**src/rtl/mppa_pkg.sv**
```systemverilog
package mppa_pkg;
  // ---------------------------------------------------------------
  // register map (word aligned byte addresses)
  // ---------------------------------------------------------------
  localparam logic [7:0] ADDR_CTRL = 8'h00;
  localparam logic [7:0] ADDR_STATUS = 8'h04;
  localparam logic [7:0] ADDR_CV29 = 8'h08;
  localparam logic [7:0] ADDR_CV49 = 8'h0c;
  localparam logic [7:0] ADDR_CV113 = 8'h10;
  localparam logic [7:0] ADDR_ADDRESS = 8'h14;
  // ---------------------------------------------------------------
  // fields and reset values
  // ---------------------------------------------------------------
  localparam int CV49_NOAUTO_BIT = 4;
  localparam int CV29_STEPS_BIT = 1;
  localparam int CTRL_AUX_SEL_BIT = 0;
  localparam logic [7:0] RST_ADDRESS = 8'h03;
  localparam logic [7:0] RST_CV29 = 8'h00;
  localparam logic [7:0] RST_CV49 = 8'h00;
  localparam logic [7:0] RST_CV113 = 8'h00;
  localparam logic [7:0] LEGACY_ADDR_MIN = 8'h01;
  // ---------------------------------------------------------------
  // timing
  // ---------------------------------------------------------------
  localparam int CLOCK_MHZ = 200;
  localparam int LOCK_TIMEOUT_MS = 4000;
  localparam longint LOCK_TIMEOUT_CYC = longint'(LOCK_TIMEOUT_MS) * 1000 * CLOCK_MHZ;
  // ---------------------------------------------------------------
  // enumerations
  // ---------------------------------------------------------------
  typedef enum logic [2:0] {
    MPPA_FMT_FBDCC, MPPA_FMT_AUTOREG, MPPA_FMT_DCC, MPPA_FMT_TRINARY, MPPA_FMT_PARALLEL
  } mppa_fmt_t;
  typedef enum logic [1:0] {
    MPPA_STEPS_14, MPPA_STEPS_28, MPPA_STEPS_128
  } mppa_steps_t;
  typedef enum logic [1:0] {
    MPPA_DET_WAIT, MPPA_DET_DONE, MPPA_DET_OFF
  } mppa_det_t;
endpackage

```
**src/rtl/mppa_multi_protocol_packet_arbiter.sv**
```systemverilog
`timescale 1ns/1ps
`default_nettype none
module mppa_multi_protocol_packet_arbiter
  import mppa_pkg::*;
#(
  parameter longint LOCK_CYCLES = LOCK_TIMEOUT_CYC
) (
  input wire logic clock,
  input wire logic rst_n,
  input wire logic haddrSel,
  input wire logic [31:0] haddr,
  input wire logic [1:0] htrans,
  input wire logic hwrite,
  input wire logic [2:0] hsize,
  input wire logic [31:0] hwdata,
  input wire logic hready,
  output logic [31:0] hrdata,
  output logic hreadyout,
  output logic hresp,
  input wire logic pktValid,
  input wire logic [2:0] pktFormat,
  input wire logic pktCrcOk,
  input wire logic [7:0] pktAddress,
  input wire logic pktSteps28,
  input wire logic pktLightsBit,
  input wire logic pktNewFormat,
  input wire logic [4:0] pktKeys,
  input wire logic pktProgram,
  input wire logic analogPin,
  output logic acceptStrobe,
  output logic [2:0] acceptFormat,
  output logic [1:0] speedSteps,
  output logic lightsKey,
  output logic soundOn,
  output logic hornPulse,
  output logic parallelRxEnable,
  output logic autoregLock,
  output logic programStrobe,
  output logic aux_output_seven,
  output logic aux_output_nine
);
  // ---------------------------------------------------------------
  // checks and state
  // ---------------------------------------------------------------
  if (LOCK_CYCLES < 2 || LOCK_CYCLES > 64'hffff_ffff) begin
    $error("LOCK_CYCLES out of range");
  end

  typedef struct packed {
    logic anaS1;
    logic anaS2;
    logic [31:0] lockCnt;
    logic lock;
    logic parEn;
    mppa_det_t det;
    mppa_steps_t steps;
    logic [7:0] cv29;
    logic [7:0] cv49;
    logic [7:0] cv113;
    logic [7:0] addr;
    logic auxSel;
    logic wPend;
    logic [7:0] wAddr;
    logic [31:0] rdata;
    logic acc;
    logic [2:0] accFmt;
    logic lights;
    logic sound;
    logic horn;
    logic prog;
    logic bufOn;
    logic [15:0] bufCnt;
  } mppa_state_t;

  mppa_state_t s_q, s_d;
  logic own, fmtOk, locked;

  function automatic logic is_fmt(input logic [2:0] f, input mppa_fmt_t e);
    return f == 3'(e);
  endfunction

  // ---------------------------------------------------------------
  // next state
  // ---------------------------------------------------------------
  always_comb begin
    s_d = s_q;
    s_d.anaS1 = analogPin;
    s_d.anaS2 = s_q.anaS1;
    s_d.acc = 1'b0;
    s_d.horn = 1'b0;
    s_d.prog = 1'b0;
    // trinary also needs the address in 1..255, all formats compare the programmed address
    if (is_fmt(pktFormat, MPPA_FMT_TRINARY)) begin
      own = pktAddress >= LEGACY_ADDR_MIN && pktAddress == s_q.addr;
    end else begin
      own = pktAddress == s_q.addr;
    end
    locked = s_q.lock && (is_fmt(pktFormat, MPPA_FMT_DCC) || is_fmt(pktFormat, MPPA_FMT_TRINARY)
      || is_fmt(pktFormat, MPPA_FMT_PARALLEL));
    fmtOk = !locked && !(is_fmt(pktFormat, MPPA_FMT_PARALLEL) && !s_q.parEn);
    // lockout time-out; only validated auto-reg packets to our own address restart it
    if (s_q.lock) begin
      if (s_q.lockCnt == 32'(LOCK_CYCLES - 1)) begin
        s_d.lock = 1'b0;
      end else begin
        s_d.lockCnt = s_q.lockCnt + 32'h1;
      end
    end
    if (pktValid && pktCrcOk && own && fmtOk) begin
      s_d.acc = 1'b1;
      s_d.accFmt = pktFormat;
      if (is_fmt(pktFormat, MPPA_FMT_AUTOREG)) begin
        s_d.lock = 1'b1;
        s_d.lockCnt = 32'h0;
      end
      if (!is_fmt(pktFormat, MPPA_FMT_PARALLEL)) begin
        s_d.parEn = 1'b0;
      end
      s_d.lights = pktLightsBit;
      if (is_fmt(pktFormat, MPPA_FMT_PARALLEL)) begin
        // only lights and key one reach through here
        if (pktKeys[1] && !s_q.sound) begin
          s_d.sound = 1'b1;
        end else if (!pktKeys[1]) begin
          s_d.sound = 1'b0;
        end
      end else begin
        // trinary keys need the newer format from the station
        if (!is_fmt(pktFormat, MPPA_FMT_TRINARY) || pktNewFormat) begin
          s_d.sound = pktKeys[1];
          s_d.horn = pktKeys[2];
        end
        s_d.prog = pktProgram;
      end
      // detection locks in at first lit dcc packet after power-up
      if (s_q.det == MPPA_DET_WAIT && pktLightsBit
          && (is_fmt(pktFormat, MPPA_FMT_DCC) || is_fmt(pktFormat, MPPA_FMT_FBDCC))) begin
        s_d.steps = pktSteps28 ? MPPA_STEPS_28 : MPPA_STEPS_14;
        s_d.det = MPPA_DET_DONE;
      end
    end
    // detection off is decided once per power-up
    if (s_q.det == MPPA_DET_WAIT && s_q.cv49[CV49_NOAUTO_BIT]) begin
      s_d.det = MPPA_DET_OFF;
    end
    if (s_q.det == MPPA_DET_OFF) begin
      s_d.steps = s_q.cv29[CV29_STEPS_BIT] ? MPPA_STEPS_128 : MPPA_STEPS_14;
    end
    // energy buffer: digital only, hold time from cv113
    if (s_q.anaS2) begin
      s_d.bufOn = 1'b0;
      s_d.bufCnt = 16'h0;
    end else if (s_q.acc) begin
      s_d.bufOn = 1'b1;
      s_d.bufCnt = {s_q.cv113, 8'h00};
    end else if (s_q.bufCnt != 16'h0) begin
      s_d.bufCnt = s_q.bufCnt - 16'h1;
    end else begin
      s_d.bufOn = 1'b0;
    end
    // ahb-lite slave, zero wait, write lands in the data phase
    s_d.wPend = 1'b0;
    if (s_q.wPend) begin
      unique case (s_q.wAddr)
        ADDR_CTRL: s_d.auxSel = hwdata[CTRL_AUX_SEL_BIT];
        ADDR_CV29: s_d.cv29 = hwdata[7:0];
        ADDR_CV49: s_d.cv49 = hwdata[7:0];
        ADDR_CV113: s_d.cv113 = hwdata[7:0];
        ADDR_ADDRESS: s_d.addr = hwdata[7:0];
        default: ;
      endcase
    end
    if (haddrSel && hready && htrans[1]) begin
      s_d.wPend = hwrite;
      s_d.wAddr = haddr[7:0];
      unique case (haddr[7:0])
        ADDR_CTRL: s_d.rdata = {31'h0, s_q.auxSel};
        ADDR_STATUS: s_d.rdata = {22'h0, s_q.bufOn, s_q.det, s_q.steps, s_q.parEn, s_q.lock,
          s_q.lights, s_q.sound, 1'b0};
        ADDR_CV29: s_d.rdata = {24'h0, s_q.cv29};
        ADDR_CV49: s_d.rdata = {24'h0, s_q.cv49};
        ADDR_CV113: s_d.rdata = {24'h0, s_q.cv113};
        ADDR_ADDRESS: s_d.rdata = {24'h0, s_q.addr};
        default: s_d.rdata = 32'h0;
      endcase
    end
  end

  // ---------------------------------------------------------------
  // registers; rst_n models the power interruption
  // ---------------------------------------------------------------
  always_ff @(posedge clock) begin
    if (!rst_n) begin
      s_q <= '0;
      s_q.parEn <= 1'b1;
      s_q.addr <= RST_ADDRESS;
      s_q.steps <= MPPA_STEPS_14;
      s_q.cv29 <= RST_CV29;
      s_q.cv49 <= RST_CV49;
      s_q.cv113 <= RST_CV113;
      s_q.det <= MPPA_DET_WAIT;
    end else begin
      s_q <= s_d;
    end
  end

  // ---------------------------------------------------------------
  // outputs
  // ---------------------------------------------------------------
  assign hrdata = s_q.rdata;
  assign hreadyout = 1'b1;
  assign hresp = 1'b0;
  assign acceptStrobe = s_q.acc;
  assign acceptFormat = s_q.accFmt;
  assign speedSteps = s_q.steps;
  assign lightsKey = s_q.lights;
  assign soundOn = s_q.sound;
  assign hornPulse = s_q.horn;
  assign parallelRxEnable = s_q.parEn;
  assign autoregLock = s_q.lock;
  assign programStrobe = s_q.prog;
  assign aux_output_seven = s_q.bufOn && !s_q.auxSel;
  assign aux_output_nine = s_q.bufOn && s_q.auxSel;

  // ---------------------------------------------------------------
  // checks
  // ---------------------------------------------------------------
  property p_lock_drops_plain;
    @(posedge clock) disable iff (!rst_n)
      s_q.lock && pktValid && is_fmt(pktFormat, MPPA_FMT_DCC) |=> !acceptStrobe;
  endproperty
  a_lock_drops_plain: assert property (p_lock_drops_plain) else $error("plain dcc accepted in lockout");

  property p_lock_sets;
    @(posedge clock) disable iff (!rst_n)
      pktValid && pktCrcOk && own && is_fmt(pktFormat, MPPA_FMT_AUTOREG) |=> autoregLock;
  endproperty
  a_lock_sets: assert property (p_lock_sets) else $error("lockout not set");

  property p_par_off;
    @(posedge clock) disable iff (!rst_n)
      acceptStrobe && !is_fmt(acceptFormat, MPPA_FMT_PARALLEL) |-> !parallelRxEnable;
  endproperty
  a_par_off: assert property (p_par_off) else $error("parallel receiver still on");

  property p_par_stays;
    @(posedge clock) disable iff (!rst_n)
      !parallelRxEnable |=> !parallelRxEnable;
  endproperty
  a_par_stays: assert property (p_par_stays) else $error("parallel receiver came back");

  property p_fb_top;
    @(posedge clock) disable iff (!rst_n)
      pktValid && pktCrcOk && own && is_fmt(pktFormat, MPPA_FMT_FBDCC) |=> acceptStrobe;
  endproperty
  a_fb_top: assert property (p_fb_top) else $error("feedback dcc refused");

  property p_par_low;
    @(posedge clock) disable iff (!rst_n)
      pktValid && is_fmt(pktFormat, MPPA_FMT_PARALLEL) && !parallelRxEnable |=> !acceptStrobe;
  endproperty
  a_par_low: assert property (p_par_low) else $error("parallel packet accepted while off");

  property p_bad_ignored;
    @(posedge clock) disable iff (!rst_n)
      pktValid && !pktCrcOk |=> !acceptStrobe && !$rose(autoregLock);
  endproperty
  a_bad_ignored: assert property (p_bad_ignored) else $error("bad packet had effect");

  property p_buf_analog;
    @(posedge clock) disable iff (!rst_n)
      s_q.anaS2 |=> !aux_output_seven && !aux_output_nine;
  endproperty
  a_buf_analog: assert property (p_buf_analog) else $error("buffer on in analog");

  property p_bad_no_restart;
    @(posedge clock) disable iff (!rst_n)
      pktValid && (!pktCrcOk || !own) && s_q.lock |=> s_q.lockCnt != 32'h0;
  endproperty
  a_bad_no_restart: assert property (p_bad_no_restart) else $error("time-out restarted");

  property p_lock_times_out;
    @(posedge clock) disable iff (!rst_n)
      s_q.lock && s_q.lockCnt == 32'(LOCK_CYCLES - 1)
        && !(pktValid && pktCrcOk && own && is_fmt(pktFormat, MPPA_FMT_AUTOREG)) |=> !autoregLock;
  endproperty
  a_lock_times_out: assert property (p_lock_times_out) else $error("lockout did not time out");

  property p_trin_lock;
    @(posedge clock) disable iff (!rst_n)
      s_q.lock && pktValid && is_fmt(pktFormat, MPPA_FMT_TRINARY) |=> !acceptStrobe;
  endproperty
  a_trin_lock: assert property (p_trin_lock) else $error("trinary accepted in lockout");

  property p_prog_par;
    @(posedge clock) disable iff (!rst_n)
      acceptStrobe && is_fmt(acceptFormat, MPPA_FMT_PARALLEL) |-> !programStrobe;
  endproperty
  a_prog_par: assert property (p_prog_par) else $error("programming through parallel");

  property p_horn_key;
    @(posedge clock) disable iff (!rst_n)
      pktValid && pktCrcOk && own && fmtOk && is_fmt(pktFormat, MPPA_FMT_DCC) && pktKeys[2] |=> hornPulse;
  endproperty
  a_horn_key: assert property (p_horn_key) else $error("horn key ignored");

  property p_sound_key;
    @(posedge clock) disable iff (!rst_n)
      pktValid && pktCrcOk && own && fmtOk && is_fmt(pktFormat, MPPA_FMT_DCC) |=> soundOn == $past(pktKeys[1]);
  endproperty
  a_sound_key: assert property (p_sound_key) else $error("sound does not follow key one");

  property p_steps_off;
    @(posedge clock) disable iff (!rst_n)
      s_q.det == MPPA_DET_OFF && s_q.cv29[CV29_STEPS_BIT] |=> speedSteps == 2'(MPPA_STEPS_128);
  endproperty
  a_steps_off: assert property (p_steps_off) else $error("steps not taken from cv29");

  property p_steps_hold;
    @(posedge clock) disable iff (!rst_n)
      s_q.det == MPPA_DET_DONE |=> $stable(speedSteps);
  endproperty
  a_steps_hold: assert property (p_steps_hold) else $error("steps changed without power cycle");

  property p_buf_digital;
    @(posedge clock) disable iff (!rst_n)
      acceptStrobe && !s_q.anaS2 |=> aux_output_seven || aux_output_nine;
  endproperty
  a_buf_digital: assert property (p_buf_digital) else $error("buffer not engaged in digital");
endmodule
`default_nettype wire

```
**config.mk**
```make
export PLATFORM = sky130hd
export DESIGN_NAME = mppa_multi_protocol_packet_arbiter
export DESIGN_NICKNAME = d
export VERILOG_FILES = /design/src/rtl/mppa_pkg.sv /design/src/rtl/mppa_multi_protocol_packet_arbiter.sv
export SDC_FILE = /design/constraint.sdc
export NUM_CORES = 1
export LEC_CHECK = 0
export ABC_CLOCK_PERIOD_IN_PS = 1900
export BUFFER_PORTS_ARGS = -buffer_cell sky130_fd_sc_hd__buf_2
export CAP_MARGIN = 40
export CORE_ASPECT_RATIO = 0.9
export CORE_MARGIN = 3
export CORE_UTILIZATION = 48
export CTS_CLUSTER_SIZE = 24
export DETAILED_ROUTE_END_ITERATION = 6
export GPL_ROUTABILITY_DRIVEN = 0
export PLACE_DENSITY = 0.86
export SLEW_MARGIN = 20
export SYNTH_ARGS = -nofsm -noshare
export SYNTH_HDL_FRONTEND = slang
export SYNTH_SLANG_ARGS = --single-unit
export TNS_END_PERCENT = 10
```
**constraint.sdc**
```tcl
create_clock -name clock -period 1.9 [get_ports clock]
set_clock_uncertainty 0.2 [all_clocks]
set_input_delay 0.095 -clock clock [delete_from_list [all_inputs] [get_ports clock]]
set_output_delay 0.095 -clock clock [all_outputs]
set_load 0.05 [all_outputs]
```
Yosys cells after proc, flatten, opt, wreduce, memory -nomap -nowiden
Index checks and enable logic that the tools add are counted.
{ "totals": {"ff_bits": 139, "inputBits": 97, "out_inout_bits": 48, "elab_cells": 124} }
{ "classes": {"n_addsub": 2, "order_cmp": 1, "n_eq_ne": 18, "muxes": 22, "n_bitwise": 4, "reduce_logical": 52} }
{ "op_table": {"columns": ["op", "count"], "rows": [
  ["$mux 33", 2],
  ["$pmux 10 s6", 1],
  ["$mux 38", 1],
  ["$add 32x1->32 const B", 1],
  ["$eq 32x30->1 const B", 1],
  ["$eq 8x4->1 const B", 4],
  ["$eq 8x5->1 const B", 4],
  ["$mux 32", 1],
  ["$reduce_and 2->1", 10],
  ["$mux 17", 1],
  ["$logic_not 8->1", 2],
  ["$mux 16", 1],
  ["$reduce_bool 16->1", 1],
  ["$sub 16x1->16 const B", 1],
  ["$logic_and 1x1->1", 15],
  ["$reduce_bool 2->1", 6],
  ["$mux 2", 5],
  ["$eq 8x3->1 const B", 1],
  ["$eq 8x8->1", 1],
  ["$ge 8x1->1 const B", 1],
  ["$mux 1", 8],
  ["$mux 8", 1],
  ["$eq 3x2->1 const B", 2],
  ["$logic_not 1->1", 6],
  ["14 further kinds", 22]
]} }

Logic depth before layout (Yosys ltp)
{ "logic_depth": {"depth_word": 9, "depth_mapped": 8, "depth_no_buf": 6} }

Worst setup path after synthesis
Ideal clock, no wire load.
{ "synth_path": {"path_kind": "register to register", "startpoint": "reg s_q, in the netlist autoregLock", "endpoint": "reg s_q[136] (netlist name)", "setup_time_ns": 0.071, "t_arrival_ns": 2.014, "required_time_ns": 1.629, "slack_ns": -0.384, "path_stages_with_launch": 7, "n_path_buf": 1, "period_less_slack_ns": 2.284, "path_cell_list": "dfxtp_1 -> nand2_1 -> or4_4 -> buf_6 -> nor2_1 -> or4b_1 -> a21oi_1"} }
{ "synth_via": {"elab_chain_len": 5, "elab_cells_between_ends": 7, "cone_classes": "mux: 3; reduce/logical: 4"} }
{ "synth_lines": {"columns": ["item", "line", "text"], "rows": [
  ["from (decl)", "mppa_multi_protocol_packet_arbiter.sv:75", "mppa_state_t s_q, s_d;"],
  ["$logic_and 1x1->1", "mppa_multi_protocol_packet_arbiter.sv:98", "locked = s_q.lock && (is_fmt(pktFormat, MPPA_FMT_DCC) || is_fmt(pktFormat, MPPA_FMT_TRINARY)"],
  ["$logic_not 1->1", "mppa_multi_protocol_packet_arbiter.sv:100", "fmtOk = !locked && !(is_fmt(pktFormat, MPPA_FMT_PARALLEL) && !s_q.parEn);"],
  ["$logic_and 1x1->1", "mppa_multi_protocol_packet_arbiter.sv:100", null],
  ["$logic_and 1x1->1", "mppa_multi_protocol_packet_arbiter.sv:109", "if (pktValid && pktCrcOk && own && fmtOk) begin"],
  ["$mux 38 *", "mppa_multi_protocol_packet_arbiter.sv:109", null]
]} }
Mark *: on every way between the ends. The rest lies on a longest branch, timed or not. The select of a mux whose other input is x is not followed.
A chain may end at the register's enable or synchronous reset.

Worst setup path after layout
{ "layout_path": {"startpoint": "reg s_q[57] (netlist name)", "endpoint": "reg s_q[98] (netlist name)"} }
{ "layout_via": {"elab_chain_len": 2} }
{ "layout_lines": {"columns": ["item", "line", "text"], "rows": [
  ["$eq 8x4->1", "mppa_multi_protocol_packet_arbiter.sv:164", "unique case (s_q.wAddr)"],
  ["$reduce_and 2->1 (no source line)", null, null]
]} }
No other way between the ends.

==> run metrics <==
outcome finished, violations left; failing checks negative setup slack; Worst-Skew Late Latency 0.43 ns; slowest CP cell dfxtp_2; Wirelength per Cell 17.5 um; final setup violation count 44; sequential share of the synthesized area 40.5%; via count 5816; Synth Warn # 0; Synth Instances 681; Async SR Flop Fraction 0%; worst hold-check path type in -> reg; All-Layer GR Usage 26.1%; syn_area_per_cell 8.49 um2; sw frac 31.6%; clock root cell clkbuf_16; final setup margin -0.215 ns; first-pass GRT wire length 27500 um; FF-to-FF Start s_q[57]; Placed Instance Area 6800 um2; Seq cells post-synth 117; most common cell after layout, fill and taps aside dfxtp_1; I/O Pins 145; drt total wl 17800 um; ratio of cells with drive above 1 in the final layout 30.2%; count of final hold-check violations 0; Initial Util 49.8%; power per cell area 946 nW/um2; most frequent cells in the layout dfxtp_1, buf_4, nor2_1; crit-path max cell delay 0.34 ns; library cells used by synthesis 62; fin crit period 2.12 ns; Comb pwr share 22.7%; Avg Vias per Cell 5.71; clk sinks 117; CTS Buffer Depth 2; # diodes 0; Final Cell Area 7980 um2; core area 11600 um2; switching power total 0.00238 W; largest net degree at the start of global routing 30; critical-path cell list nor4_4 -> nand3b_1 -> buf_6 -> nor4b_4 -> buf_6 -> mux2i_1 -> nor2_1; origin of the worst setup path s_q[57]; Post-synth EDFFs 0; unrepaired setup endpoints after global routing yes; internal power 0.00517 W; Slew Limit Fails 0; clock share of power 41.3%; Max Fanout on Critical Path 8; row count 37; vias in the first global route 5581; Post-route DRC 0; Area Overhead vs Synth 38.0%; DR iter-0 viols 479; H-Tree Depth 4; Syn Std Cell Area 5780 um2; Die Y-Extent 110 um; clock transition at the registers of the reported paths 0.07 ns; f_max 0.473 GHz; Post-synth top flop dfxtp_1; PortBufs 65; CTS tree yes; CP required 2.00 ns; Final nets 948; fillers 802; flop-to-flop setup slack -0.22 ns; Max Cap Violations 0; Crit. End Element register; Pre-antenna DRT Iters 6; full die area 13400 um2; detailed placement HPWL 11300 um; Die W 122 um; Hold Path Stages 5; initial antenna violation count 0; ANT nets after route 0; R2R cell count 7; Final period util 111%; Most common cell on crit path buf_6; worst setup path endpoint s_q[98]; Static Leak 3.33 nW; Setup Crit Path Kind reg -> reg; Setup crit start kind register; sequential power share 36.0%; FF-to-FF End s_q[98]; CP Data Arrival Time 2.22 ns; gr ovfl total 0; VDD IR max 0.666 mV; Num CTS Buffers 17; Post-Route Setup TNS -3.96 ns
power groups by stage:
stage / Clock, W / Sequential, W / Combinational (W)
2_1_floorplan: 0 / 0.00273 / 0.000989
3_3_place_gp: 0 / 0.00273 / 0.00146
3_5_place_dp: 0 / 0.00273 / 0.00149
4_1_cts: 0.00314 / 0.00269 / 0.00157
5_1_grt: 0.00327 / 0.00273 / 0.00188
6_report: 0.00312 / 0.00272 / 0.00171
metrics by stage:
stage,total power (W),setup WS (ns),instances,hold WS [ns],utilization (%)
after floorplan,0.00372,-0.143,703,0.0201,-
after global placement,0.00419,-0.144,953,0.105,58.5
after detailed placement,0.00423,-0.231,953,0.117,58.5
after CTS,0.00740,-0.125,1019,0.0128,67.7
after global routing,0.00788,-0.259,1018,0.0925,68.7
final,0.00755,-0.215,1018,0.0536,68.7
critical path: cells and delay by family (launching register included):
| kind | cells | cell delay (ns) |
|---|---|---|
| multiplexers | 1 | 0.26 |
| AND/OR/NAND/NOR | 4 | 0.79 |
| buffers and inverters | 2 | 0.38 |
| flip-flops | 1 | 0.34 |
cell usage after synthesis (all sizes together), types with 6 or more instances:
| library cell | instances | area, um2 |
|---|---|---|
| dfxtp | 117 | 2340 |
| nor2 | 72 | 270 |
| nand2 | 58 | 218 |
| buf | 47 | 338 |
| a21oi | 43 | 215 |
| mux2i | 38 | 380 |
| clkbuf | 28 | 105 |
| o21ai | 24 | 120 |
| nor3 | 22 | 110 |
| xnor2 | 20 | 175 |
| nand3 | 19 | 95.1 |
| inv | 17 | 63.8 |
| nor4 | 17 | 131 |
| xor2 | 17 | 149 |
| and2 | 10 | 62.6 |
| or3 | 10 | 62.6 |
| and3 | 9 | 56.3 |
| a22oi | 8 | 60.1 |
| nand4 | 8 | 50.1 |
| o31ai | 7 | 52.6 |
| a211oi | 6 | 45.0 |
| o211ai | 6 | 45.0 |
| or4 | 6 | 48.8 |
how the worst min path moves through the flow:
stage	start	end	slack [ns]
floorplan	hwdata[0]	s_q[67]	0.02
global placement	analogPin	s_d[137]	0.10
detailed placement	analogPin	s_d[137]	0.12
CTS	pktFormat[1]	autoregLock	0.01
global route	pktFormat[2]	autoregLock	0.09
finish	pktFormat[2]	autoregLock	0.05
cell type report:
cell class                 instances  area [um2]  share of cell area, %
clock buffer                      17         425                   5.33
multi-input combinational        494        3300                   41.4
tap                              156         195                   2.45
clock inverter                    15         153                   1.91
inverter                          17        63.8                  0.799
timing repair buffer             202        1490                   18.6
sequential                       117        2360                   29.5
sequential cells by signal (all words and copies together), names as in the netlist:
signal            flops
acceptFormat          3
acceptStrobe          1
autoregLock           1
hornPulse             1
hrdata               10
lightsKey             1
parallelRxEnable      1
programStrobe         1
s_d                   1
s_q                  94
soundOn               1
speedSteps            2
per-layer routing:
metal / share of wire, % / global-route usage, % / wire (um) / vias to the layer above
li1: - / - / - / 2685
met1: 41 / 32.7 / 7370 / 2690
met2: 46 / 40.5 / 8260 / 362
met3: 8.6 / 7.24 / 1530 / 79
met4: 3.8 / 15.2 / 683 / 0
met5: 0 / 0 / 0 / -
timing repair:
item | in CTS | in global routing
endpoints found under the setup margin | 78 | 93
endpoints found under the hold margin | 66 | 0
setup buffers | 3 | 0
resized for setup | 31 | 30
hold buffers | 31 | 0
pin swaps | 13 | 8
cells by family after synthesis:
family | share of synthesized area, %
fa+ha+maj | 0.433
flops | 40.5
simple gates | 24.4
buf+inv | 8.76
other cells | 0.130
mux | 6.77
xor+xnor | 5.60
compound gates | 13.4
(Power assumes the default switching activity.)
